===== src/design/dpt_pkg.sv =====
// dpt_pkg: register map, field positions and constants of the dual pwm timer core
package dpt_pkg;

  // ----------------------------------------------------------------
  // register byte offsets
  // ----------------------------------------------------------------
  localparam logic [11:0] PRESCALE_OFF  = 12'h000;
  localparam logic [11:0] DIVIDER_OFF   = 12'h004;
  localparam logic [11:0] CONTROL_OFF   = 12'h008;
  localparam logic [11:0] CH0_RELOAD_OFF = 12'h00c;
  localparam logic [11:0] CH0_CMP_OFF   = 12'h010;
  localparam logic [11:0] CH0_CNT_OFF   = 12'h014;
  localparam logic [11:0] CH1_RELOAD_OFF = 12'h018;
  localparam logic [11:0] CH1_CMP_OFF   = 12'h01c;
  localparam logic [11:0] CH1_CNT_OFF   = 12'h020;
  localparam logic [11:0] IRQ_EN_OFF    = 12'h040;
  localparam logic [11:0] IRQ_FLAG_OFF  = 12'h044;

  // ----------------------------------------------------------------
  // field positions
  // ----------------------------------------------------------------
  localparam int PSC_LSB       = 0;
  localparam int PSC_W         = 8;
  localparam int DIV0_LSB      = 0;
  localparam int DIV1_LSB      = 4;
  localparam int DIV_W         = 3;
  localparam int CH0_RUN_BIT   = 0;
  localparam int CH0_MODE_BIT  = 3;
  localparam int CH1_RUN_BIT   = 8;
  localparam int CH1_MODE_BIT  = 11;
  localparam int CNT_W         = 16;

  // ----------------------------------------------------------------
  // reset values and divider codes
  // ----------------------------------------------------------------
  localparam logic [31:0] REG_RESET = 32'h0000_0000;
  localparam logic [2:0]  DIV_BY2   = 3'h0;
  localparam logic [2:0]  DIV_BY4   = 3'h1;
  localparam logic [2:0]  DIV_BY8   = 3'h2;
  localparam logic [2:0]  DIV_BY16  = 3'h3;
  localparam logic [2:0]  DIV_BY1   = 3'h4;

  typedef enum logic [1:0] {CH_IDLE, CH_RUN, CH_DONE} dpt_ch_state_t;

endpackage : dpt_pkg


===== src/design/dpt_channel.sv =====
// dpt_channel: one pwm channel with clock divider, down counter and output
`timescale 1ns/1ps
`default_nettype none
module dpt_channel (
  // clock and reset
  input  wire logic                      ref_clk,
  input  wire logic                      sys_rst,
  input  wire logic                      clk_en,
  // settings
  input  wire logic                      psc_tick,
  input  wire logic [2:0]                div_sel,
  input  wire logic                      run_enable,
  input  wire logic                      reload_mode,
  input  wire logic [15:0]               reload_value,
  input  wire logic [15:0]               compare_value,
  // results
  output logic      [15:0]               live_count,
  output logic                           zero_pulse,
  output logic                           pwm_out
);

  // ----------------------------------------------------------------
  // divider stage
  // ----------------------------------------------------------------
  logic [3:0]                  div_cnt_r;
  logic [15:0]                 cmp_act_r;
  logic                        unit_tick;
  dpt_pkg::dpt_ch_state_t      state_r;

  // divide the prescaler tick by 1, 2, 4, 8 or 16
  function automatic logic [3:0] div_limit(input logic [2:0] sel);
    case (sel)
      dpt_pkg::DIV_BY2:  div_limit = 4'h1;
      dpt_pkg::DIV_BY4:  div_limit = 4'h3;
      dpt_pkg::DIV_BY8:  div_limit = 4'h7;
      dpt_pkg::DIV_BY16: div_limit = 4'hf;
      default:           div_limit = 4'h0;
    endcase
  endfunction : div_limit

  assign unit_tick = psc_tick && (div_cnt_r >= div_limit(div_sel));

  // divider counter, restarts while stopped so a run starts clean
  always_ff @(posedge ref_clk) begin
    if (sys_rst) begin
      div_cnt_r <= 4'h0;
    end else if (clk_en) begin
      if (!run_enable || unit_tick) begin
        div_cnt_r <= 4'h0;
      end else if (psc_tick) begin
        div_cnt_r <= div_cnt_r + 4'h1;
      end
    end
  end

  // ----------------------------------------------------------------
  // down counter; reload and compare latch only at period boundary
  // ----------------------------------------------------------------
  always_ff @(posedge ref_clk) begin
    if (sys_rst) begin
      state_r    <= dpt_pkg::CH_IDLE;
      live_count <= 16'h0000;
      cmp_act_r  <= 16'h0000;
      zero_pulse <= 1'b0;
    end else if (clk_en) begin
      zero_pulse <= 1'b0;
      case (state_r)
        dpt_pkg::CH_IDLE: begin
          if (run_enable) begin
            live_count <= reload_value;
            cmp_act_r  <= compare_value;
            state_r    <= dpt_pkg::CH_RUN;
          end
        end
        dpt_pkg::CH_RUN: begin
          if (!run_enable) begin
            state_r <= dpt_pkg::CH_IDLE;
          end else if (unit_tick) begin
            if (live_count == 16'h0000) begin
              // new settings enter here and at the start from CH_IDLE, never mid period
              live_count <= reload_value;
              cmp_act_r  <= compare_value;
              if (!reload_mode) begin
                state_r <= dpt_pkg::CH_DONE;
              end
            end else begin
              live_count <= live_count - 16'h0001;
              if (live_count == 16'h0001) begin
                zero_pulse <= 1'b1;
              end
            end
          end
        end
        dpt_pkg::CH_DONE: begin
          // one shot finished; stays until run is dropped
          if (!run_enable) begin
            state_r <= dpt_pkg::CH_IDLE;
          end
        end
        default: state_r <= dpt_pkg::CH_IDLE;
      endcase
    end
  end

  // output high while count at or below compare; covers cmp >= period too
  always_ff @(posedge ref_clk) begin
    if (sys_rst) begin
      pwm_out <= 1'b0;
    end else if (clk_en) begin
      pwm_out <= (state_r == dpt_pkg::CH_RUN) && (live_count <= cmp_act_r);
    end
  end

endmodule : dpt_channel
`default_nettype wire


===== src/design/dpt_core.sv =====
// dpt_core: dual pwm timer with apb register file, prescaler and interrupt
//
// Operation
// - channel 0 run enable at bit 0 stops the counter when clear and runs it when set.
// - each channel holds a 16-bit reload value that sets the period length.
// - output frequency is source clock over prescale+1, over divider, over reload+1.
// - with compare below reload the output is high compare+1 units, low reload-compare units.
// - with compare at or above reload the output stays high the whole period.
// - compare of zero gives one high unit and reload low units.
// - a reload write applies from the next pwm cycle.
// - a compare write applies from the next pwm cycle.
// - each channel has a read-only live count register.
// - interrupt enable has channel 1 at bit 1 and channel 0 at bit 0.
// - a zero count sets the channel flag; writing one clears it, zero leaves it.
// - the 8-bit shared prescaler divides by value+1; zero stops both counters.
// - divider select 0,1,2,3,4 divides by 2,4,8,16,1.
// - mode bit clear is one shot, set is auto reload; its rising edge clears reload and compare.
//
// The implementer's own choice: the APB slave port.
`timescale 1ns/1ps
`default_nettype none
module dpt_core (
  // clock, reset, enable
  input  wire logic                      ref_clk,
  input  wire logic                      sys_rst,
  input  wire logic                      clk_en,
  // apb slave
  input  wire logic                      psel,
  input  wire logic                      penable,
  input  wire logic                      pwrite,
  input  wire logic [11:0]               paddr,
  input  wire logic [31:0]               pwdata,
  output logic      [31:0]               prdata,
  output logic                           pready,
  output logic                           pslverr,
  // pwm outputs and interrupt
  output logic                           ch0_pwm,
  output logic                           ch1_pwm,
  output logic                           irq
);

  // ----------------------------------------------------------------
  // register storage
  // ----------------------------------------------------------------
  logic [7:0]            pair_prescaler_r;
  logic [2:0]            ch0_divider_select_r;
  logic [2:0]            ch1_divider_select_r;
  logic                  ch0_run_enable_r;
  logic                  ch1_run_enable_r;
  logic                  ch0_reload_mode_r;
  logic                  ch1_reload_mode_r;
  logic [15:0]           ch0_reload_value_r;
  logic [15:0]           ch1_reload_value_r;
  logic [15:0]           ch0_compare_value_r;
  logic [15:0]           ch1_compare_value_r;
  logic [1:0]            timer_irq_enable_r;
  logic [1:0]            timer_irq_flags_r;
  logic [7:0]            psc_cnt_r;
  logic                  psc_tick;
  logic [15:0]           ch0_live_count;
  logic [15:0]           ch1_live_count;
  logic                  ch0_zero;
  logic                  ch1_zero;
  logic                  wr_en;
  logic                  rd_en;
  logic                  addr_ok;
  logic                  ch0_mode_rise;
  logic                  ch1_mode_rise;

  // ----------------------------------------------------------------
  // apb decode: zero wait states, unmapped addresses give pslverr
  // ----------------------------------------------------------------
  function automatic logic is_mapped(input logic [11:0] a);
    case (a)
      dpt_pkg::PRESCALE_OFF, dpt_pkg::DIVIDER_OFF, dpt_pkg::CONTROL_OFF,
      dpt_pkg::CH0_RELOAD_OFF, dpt_pkg::CH0_CMP_OFF, dpt_pkg::CH0_CNT_OFF,
      dpt_pkg::CH1_RELOAD_OFF, dpt_pkg::CH1_CMP_OFF, dpt_pkg::CH1_CNT_OFF,
      dpt_pkg::IRQ_EN_OFF, dpt_pkg::IRQ_FLAG_OFF: is_mapped = 1'b1;
      default: is_mapped = 1'b0;
    endcase
  endfunction : is_mapped

  assign addr_ok = is_mapped(paddr);
  assign pready  = 1'b1;
  assign pslverr = psel && penable && !addr_ok;
  // a frozen block takes no writes; the access still completes without pslverr, so it is lost silently
  assign wr_en   = psel && penable && pwrite && addr_ok && clk_en;
  // read data is state as well, so it freezes with the rest of the block
  assign rd_en   = psel && !penable && !pwrite && clk_en;

  // mode bit rising edges, seen from the written value
  assign ch0_mode_rise = wr_en && (paddr == dpt_pkg::CONTROL_OFF)
                         && pwdata[dpt_pkg::CH0_MODE_BIT] && !ch0_reload_mode_r;
  assign ch1_mode_rise = wr_en && (paddr == dpt_pkg::CONTROL_OFF)
                         && pwdata[dpt_pkg::CH1_MODE_BIT] && !ch1_reload_mode_r;

  // ----------------------------------------------------------------
  // clock and control registers
  // ----------------------------------------------------------------
  always_ff @(posedge ref_clk) begin
    if (sys_rst) begin
      pair_prescaler_r     <= dpt_pkg::REG_RESET[7:0];
      ch0_divider_select_r <= dpt_pkg::REG_RESET[2:0];
      ch1_divider_select_r <= dpt_pkg::REG_RESET[2:0];
      ch0_run_enable_r     <= 1'b0;
      ch1_run_enable_r     <= 1'b0;
      ch0_reload_mode_r    <= 1'b0;
      ch1_reload_mode_r    <= 1'b0;
    end else if (wr_en) begin
      case (paddr)
        dpt_pkg::PRESCALE_OFF:
          pair_prescaler_r <= pwdata[dpt_pkg::PSC_LSB +: dpt_pkg::PSC_W];
        dpt_pkg::DIVIDER_OFF: begin
          ch0_divider_select_r <= pwdata[dpt_pkg::DIV0_LSB +: dpt_pkg::DIV_W];
          ch1_divider_select_r <= pwdata[dpt_pkg::DIV1_LSB +: dpt_pkg::DIV_W];
        end
        dpt_pkg::CONTROL_OFF: begin
          ch0_run_enable_r  <= pwdata[dpt_pkg::CH0_RUN_BIT];
          ch1_run_enable_r  <= pwdata[dpt_pkg::CH1_RUN_BIT];
          ch0_reload_mode_r <= pwdata[dpt_pkg::CH0_MODE_BIT];
          ch1_reload_mode_r <= pwdata[dpt_pkg::CH1_MODE_BIT];
        end
        default: ;
      endcase
    end
  end

  // ----------------------------------------------------------------
  // reload and compare values, cleared on a mode bit rising edge
  // ----------------------------------------------------------------
  always_ff @(posedge ref_clk) begin
    if (sys_rst) begin
      ch0_reload_value_r  <= dpt_pkg::REG_RESET[15:0];
      ch1_reload_value_r  <= dpt_pkg::REG_RESET[15:0];
      ch0_compare_value_r <= dpt_pkg::REG_RESET[15:0];
      ch1_compare_value_r <= dpt_pkg::REG_RESET[15:0];
    end else if (wr_en) begin
      if (ch0_mode_rise) begin
        ch0_reload_value_r  <= 16'h0000;
        ch0_compare_value_r <= 16'h0000;
      end
      if (ch1_mode_rise) begin
        ch1_reload_value_r  <= 16'h0000;
        ch1_compare_value_r <= 16'h0000;
      end
      case (paddr)
        dpt_pkg::CH0_RELOAD_OFF: ch0_reload_value_r  <= pwdata[15:0];
        dpt_pkg::CH1_RELOAD_OFF: ch1_reload_value_r  <= pwdata[15:0];
        dpt_pkg::CH0_CMP_OFF:    ch0_compare_value_r <= pwdata[15:0];
        dpt_pkg::CH1_CMP_OFF:    ch1_compare_value_r <= pwdata[15:0];
        default: ;
      endcase
    end
  end

  // ----------------------------------------------------------------
  // interrupt enable and sticky flags
  // ----------------------------------------------------------------
  always_ff @(posedge ref_clk) begin
    if (sys_rst) begin
      timer_irq_enable_r <= 2'h0;
    end else if (wr_en && (paddr == dpt_pkg::IRQ_EN_OFF)) begin
      timer_irq_enable_r <= pwdata[1:0];
    end
  end

  // set beats a simultaneous write-one clear so no zero event is lost
  always_ff @(posedge ref_clk) begin
    if (sys_rst) begin
      timer_irq_flags_r <= 2'h0;
    end else if (clk_en) begin
      for (int i = 0; i < 2; i++) begin
        if ((i == 0) ? ch0_zero : ch1_zero) begin
          timer_irq_flags_r[i] <= 1'b1;
        end else if (wr_en && (paddr == dpt_pkg::IRQ_FLAG_OFF) && pwdata[i]) begin
          timer_irq_flags_r[i] <= 1'b0;
        end
      end
    end
  end

  // level request while any enabled flag stands
  always_ff @(posedge ref_clk) begin
    if (sys_rst) begin
      irq <= 1'b0;
    end else if (clk_en) begin
      irq <= |(timer_irq_flags_r & timer_irq_enable_r);
    end
  end

  // ----------------------------------------------------------------
  // shared prescaler: divide by value+1, zero holds it stopped
  // ----------------------------------------------------------------
  assign psc_tick = (pair_prescaler_r != 8'h00) && (psc_cnt_r == pair_prescaler_r);

  always_ff @(posedge ref_clk) begin
    if (sys_rst) begin
      psc_cnt_r <= 8'h00;
    end else if (clk_en) begin
      if (pair_prescaler_r == 8'h00 || psc_tick) begin
        psc_cnt_r <= 8'h00;
      end else begin
        psc_cnt_r <= psc_cnt_r + 8'h01;
      end
    end
  end

  // ----------------------------------------------------------------
  // read data, registered in the setup phase
  // ----------------------------------------------------------------
  always_ff @(posedge ref_clk) begin
    if (sys_rst) begin
      prdata <= 32'h0000_0000;
    end else if (rd_en) begin
      case (paddr)
        dpt_pkg::PRESCALE_OFF:   prdata <= {24'h00_0000, pair_prescaler_r};
        dpt_pkg::DIVIDER_OFF:    prdata <= {25'h000_0000, ch1_divider_select_r, 1'b0,
                                            ch0_divider_select_r};
        dpt_pkg::CONTROL_OFF:    prdata <= {20'h0_0000, ch1_reload_mode_r, 2'b00,
                                            ch1_run_enable_r, 4'h0, ch0_reload_mode_r,
                                            2'b00, ch0_run_enable_r};
        dpt_pkg::CH0_RELOAD_OFF: prdata <= {16'h0000, ch0_reload_value_r};
        dpt_pkg::CH0_CMP_OFF:    prdata <= {16'h0000, ch0_compare_value_r};
        dpt_pkg::CH0_CNT_OFF:    prdata <= {16'h0000, ch0_live_count};
        dpt_pkg::CH1_RELOAD_OFF: prdata <= {16'h0000, ch1_reload_value_r};
        dpt_pkg::CH1_CMP_OFF:    prdata <= {16'h0000, ch1_compare_value_r};
        dpt_pkg::CH1_CNT_OFF:    prdata <= {16'h0000, ch1_live_count};
        dpt_pkg::IRQ_EN_OFF:     prdata <= {30'h0000_0000, timer_irq_enable_r};
        dpt_pkg::IRQ_FLAG_OFF:   prdata <= {30'h0000_0000, timer_irq_flags_r};
        default:                 prdata <= 32'h0000_0000;
      endcase
    end
  end

  // ----------------------------------------------------------------
  // channels
  // ----------------------------------------------------------------
  dpt_channel u_ch0 (
    .ref_clk       (ref_clk),
    .sys_rst       (sys_rst),
    .clk_en        (clk_en),
    .psc_tick      (psc_tick),
    .div_sel       (ch0_divider_select_r),
    .run_enable    (ch0_run_enable_r),
    .reload_mode   (ch0_reload_mode_r),
    .reload_value  (ch0_reload_value_r),
    .compare_value (ch0_compare_value_r),
    .live_count    (ch0_live_count),
    .zero_pulse    (ch0_zero),
    .pwm_out       (ch0_pwm)
  );

  dpt_channel u_ch1 (
    .ref_clk       (ref_clk),
    .sys_rst       (sys_rst),
    .clk_en        (clk_en),
    .psc_tick      (psc_tick),
    .div_sel       (ch1_divider_select_r),
    .run_enable    (ch1_run_enable_r),
    .reload_mode   (ch1_reload_mode_r),
    .reload_value  (ch1_reload_value_r),
    .compare_value (ch1_compare_value_r),
    .live_count    (ch1_live_count),
    .zero_pulse    (ch1_zero),
    .pwm_out       (ch1_pwm)
  );

endmodule : dpt_core
`default_nettype wire


===== config.mk =====
export PLATFORM = sky130hd
export DESIGN_NAME = dpt_core
export DESIGN_NICKNAME = d
export VERILOG_FILES = /design/src/design/dpt_pkg.sv /design/src/design/dpt_channel.sv /design/src/design/dpt_core.sv
export SDC_FILE = /design/constraint.sdc
export NUM_CORES = 1
export LEC_CHECK = 0
export ABC_CLOCK_PERIOD_IN_PS = 3120
export BUFFER_PORTS_ARGS = -buffer_cell sky130_fd_sc_hd__buf_2
export CAP_MARGIN = 40
export CELL_PAD_IN_SITES_DETAIL_PLACEMENT = 0
export CELL_PAD_IN_SITES_GLOBAL_PLACEMENT = 1
export CORE_UTILIZATION = 47
export CTS_BUF_LIST = sky130_fd_sc_hd__clkbuf_4 sky130_fd_sc_hd__clkbuf_8
export DETAILED_ROUTE_END_ITERATION = 7
export PLACE_DENSITY_LB_ADDON = 0.1
export SYNTH_ARGS = -nofsm -noshare
export SYNTH_HDL_FRONTEND = slang
export SYNTH_SLANG_ARGS = --single-unit

===== constraint.sdc =====
create_clock -name ref_clk -period 3.12 [get_ports ref_clk]
set_input_delay 0.624 -clock ref_clk [delete_from_list [all_inputs] [get_ports ref_clk]]
set_output_delay 0.624 -clock ref_clk [all_outputs]
set_load 0.1 [all_outputs]

==> impl_results.md <==
- Seq pwr share: 54.3%
- Antenna fix cells: 0
- Clock-pin slew on the worst setup and hold paths: 110 ps
- Worst Setup SP: ch1_divider_select_r[2]
- Worst r2r src: ch1_divider_select_r[2]
- Psw: 1.24 mW
- Final Slew Violations: 0
- DIE WIDTH: 150 um
- Setup crit start kind: flop
- Die Ht: 150 um
- Pleak: 4.56 nW
- Routed via count: 9,291
- Setup WS pre-CTS: 314 ps
- CTS H-tree depth: 4
- CP Capture Type: flop
- Drt drc: 0
- Die area: 22,500 um^2
- Cell Chain, Critical Path: inv_1 > o21ai_0 > ha_1 > o21ai_0 > a21oi_1 > nand2_1 > or4_1 > a21oi_1
- Flop-to-flop setup slack: 450 ps
- Clock Skews: 22.8 ps
- Unrepaired setup endpoints after global routing: false
- F_max: 374 MHz
- Cell Pwr Density: 396 nW/um^2
- Hold Crit Start: pwdata[14]
- First-pass GRT wire length: 50,000 um
- Ys flop type: dfxtp_1
- WHS Path Cells: 2
- Initial antenna violation count: 0
- RR Endpoint: u_ch1.zero_pulse
- Antenna-violating nets left: 0
- First-pass DRT Iterations: 7
- Syn avg cell area: 8.69 um^2
- Commonest non-fill, non-tap cells in the layout: dfxtp_1 (191), nor2_1 (97), a22o_1 (94)
- Worst-path fanout max: 7
- Slowest stage delay, CP: 650 ps
- Slew HR: 34.2%
- Placed cell areas: 10,900 um^2
- Synthesis Warnings: 0
- Wire per inst: 21.3 um
- Initial Util: 48.4%
- Fillers: 2,054
- Hold EP: ch1_reload_value_r[14]
- Fin area: 11,400 um^2
- Status: complete, no violations
- Setup WS post-layout: 448 ps
- Ys async rst share: 0%
- Yosys cell types: 70
- Crit path kind: flop to flop
- Sw Share: 27.6%
- Number of global-route vias before repair: 8,411
- Sequential area share after synthesis: 37.1%
- Post-CTS sizing: 0
- CTS tree: done
- Tot GR Track Use: 29.4%
- Overflow after GRT: 0
- Post-Syn Area: 10,300 um^2
- Leading cell type in the layout, fill and taps excluded: dfxtp_1
- Setup TNS: 0 ps
- Worst skew pair latency: 480 ps
- Routability Congestion: 0.956
- Final period util: 85.6%
- Synth Register Bits: 191
- Final Hold Vio Count: 0
- TritonCTS buffer count: 17
- Share of layout cells above drive strength 1: 14.1%
- Gate Count Post-Synth: 1,185
- Clk sinks: 191
- Fin crit period: 2670 ps
- Clock power share: 39.1%
- Logic gate share of total power: 6.6%
- Deepest clock path buffer count: 2
- Port Buf Inserts: 53
- Std-Cell Rows: 53
- Number of synthesized flops with an enable pin: 0
- Hold buffers post-CTS: 0
- Final #Nets: 1,328
- Area added between synthesis and finish: 10.2%
- Worst Tran Pin Value: 979 ps
- CP max stage cell: or4_1
- Placed wire-length estimate: 24,500 um
- Total Wirelength: 32,300 um
- Core area: 21,300 um^2
- Post-CTS setup buffer count: 0
- Worst r2r path cells: 8
- Maximum vdd drop: 0.219 mV
- Final setup fails: 0
- Via density: 6.12
- Pint: 3.26 mW
- Largest net degree at the start of global routing: 44
- Worst Path Arrival: 3090 ps
- I/O Pins: 87
- Root Buffer: clkbuf_8
- Number of max-cap violations: 0
- Detailed Route Iter0 Violations: 681
- Critical Path RT: 3540 ps
- Hold WC Path Type: input pin to flop
power by group through the flow:
stage	combinational, mW	clock, mW	sequential (mW)
floorplan	0.202	0	2.50
global placement	0.295	0	2.50
detailed placement	0.294	0	2.50
CTS	0.294	1.78	2.44
global route	0.310	1.88	2.44
finish	0.298	1.76	2.44
synthesized netlist by cell type (all sizes together), types with 3 or more instances:
| library cell | instances | area share, % |
|---|---|---|
| and2 | 8 | 0.49 |
| and3 | 13 | 0.79 |
| a211oi | 5 | 0.36 |
| a2111oi | 3 | 0.32 |
| mux2 | 13 | 1.4 |
| dfxtp | 191 | 37 |
| a22o | 94 | 8.0 |
| o32ai | 4 | 0.34 |
| nor2 | 97 | 3.5 |
| buf | 49 | 2.9 |
| o211ai | 9 | 0.66 |
| nand3 | 44 | 2.2 |
| o22ai | 3 | 0.18 |
| nor2b | 9 | 0.55 |
| or3 | 3 | 0.18 |
| or4 | 9 | 0.66 |
| mux4 | 3 | 0.66 |
| nor3b | 3 | 0.22 |
| a21oi | 94 | 4.6 |
| nand2 | 71 | 2.6 |
| inv | 50 | 1.8 |
| nor4 | 23 | 2.0 |
| xor2 | 12 | 1.0 |
| ha | 49 | 6.0 |
| and4 | 4 | 0.34 |
| nor3 | 26 | 1.6 |
| nand4 | 39 | 2.4 |
| nand3b | 6 | 0.44 |
| mux2i | 48 | 4.7 |
| a31oi | 9 | 0.55 |
| nand2b | 5 | 0.38 |
| clkbuf | 41 | 1.5 |
| o21ai | 61 | 3.0 |
| o31ai | 5 | 0.36 |
| xnor2 | 3 | 0.26 |
| a32oi | 3 | 0.26 |
| a21o | 20 | 1.5 |
| a22oi | 28 | 2.0 |
| or2 | 5 | 0.30 |
layer usage:
layer / routed length (um) / global-route usage [%] / vias up / share of wire [%]
li1: - / - / 4471 / -
met1: 15200 / 42.5 / 4494 / 47
met2: 14500 / 45.2 / 285 / 45
met3: 1890 / 3.96 / 41 / 5.9
met4: 654 / 8.28 / 0 / 2.0
met5: 0 / 0 / - / 0
cells by family (layout without fill, tap and decap cells):
logic type               Yosys count  count (layout)  synth area share [%]
XOR/XNOR                          15              15                  1.28
other                              2              17                0.0729
adder cells (fa/ha/maj)           49              49                  5.95
flip-flops                       191             191                  37.1
multiplexers                      64              64                  6.74
AO/OA/AOI/OAI                    355             355                  23.6
AND/OR/NAND/NOR                  369             369                  19.0
buffers and inverters            140             182                  6.25
sequential cells by signal, summed over array words and instances, names as in the netlist, 3 cells and up:
register	flops
ch0_compare_value_r	16
ch0_reload_value_r	16
ch1_compare_value_r	16
ch1_reload_value_r	16
prdata	16
u_ch0.cmp_act_r	16
u_ch0.live_count	16
u_ch1.cmp_act_r	16
u_ch1.live_count	16
pair_prescaler_r	8
psc_cnt_r	8
u_ch0.div_cnt_r	4
u_ch1.div_cnt_r	4
ch0_divider_select_r	3
ch1_divider_select_r	3
worst max-delay path by stage:
stage                                  end  slack (ps)  depth (start not counted)
CTS                       u_ch1.zero_pulse         480                          8
finish                    u_ch1.zero_pulse         450                          8
floorplan                          pslverr         580                          4
global route              u_ch1.zero_pulse         190                          8
detailed placement   ch0_reload_value_r[5]         310                          6
global placement    ch0_reload_value_r[13]         340                          6
critical path, delay by kind of cell, from the launching register on:
family	cells	cell delay, ps
buffers and inverters	1	110
and+or+nand+nor	2	900
adders and majority gates	1	280
AOI/OAI and AO/OA	4	970
DFF	1	350
cell type report:
class | instances | area, um^2 | share of cell area, %
Multi-Input combinational cell | 869 | 5920 | 52.1
Sequential cell | 191 | 3820 | 33.7
Timing Repair Buffer | 100 | 661 | 5.82
Tap cell | 275 | 344 | 3.03
Clock buffer | 18 | 248 | 2.18
Inverter | 50 | 188 | 1.65
Clock inverter | 14 | 173 | 1.52
per-stage QoR:
stage | power, mW | std cells | hold WS [ps] | util (%)
floorplan | 2.70 | 1200 | 441 | -
global placement | 2.79 | 1484 | 461 | 51.3
detailed placement | 2.79 | 1485 | 462 | 51.4
CTS | 4.52 | 1517 | 419 | 53.3
global route | 4.63 | 1517 | 423 | 53.3
finish | 4.49 | 1517 | 447 | 53.3
Note: power is estimated with default switching activity, not from simulation.
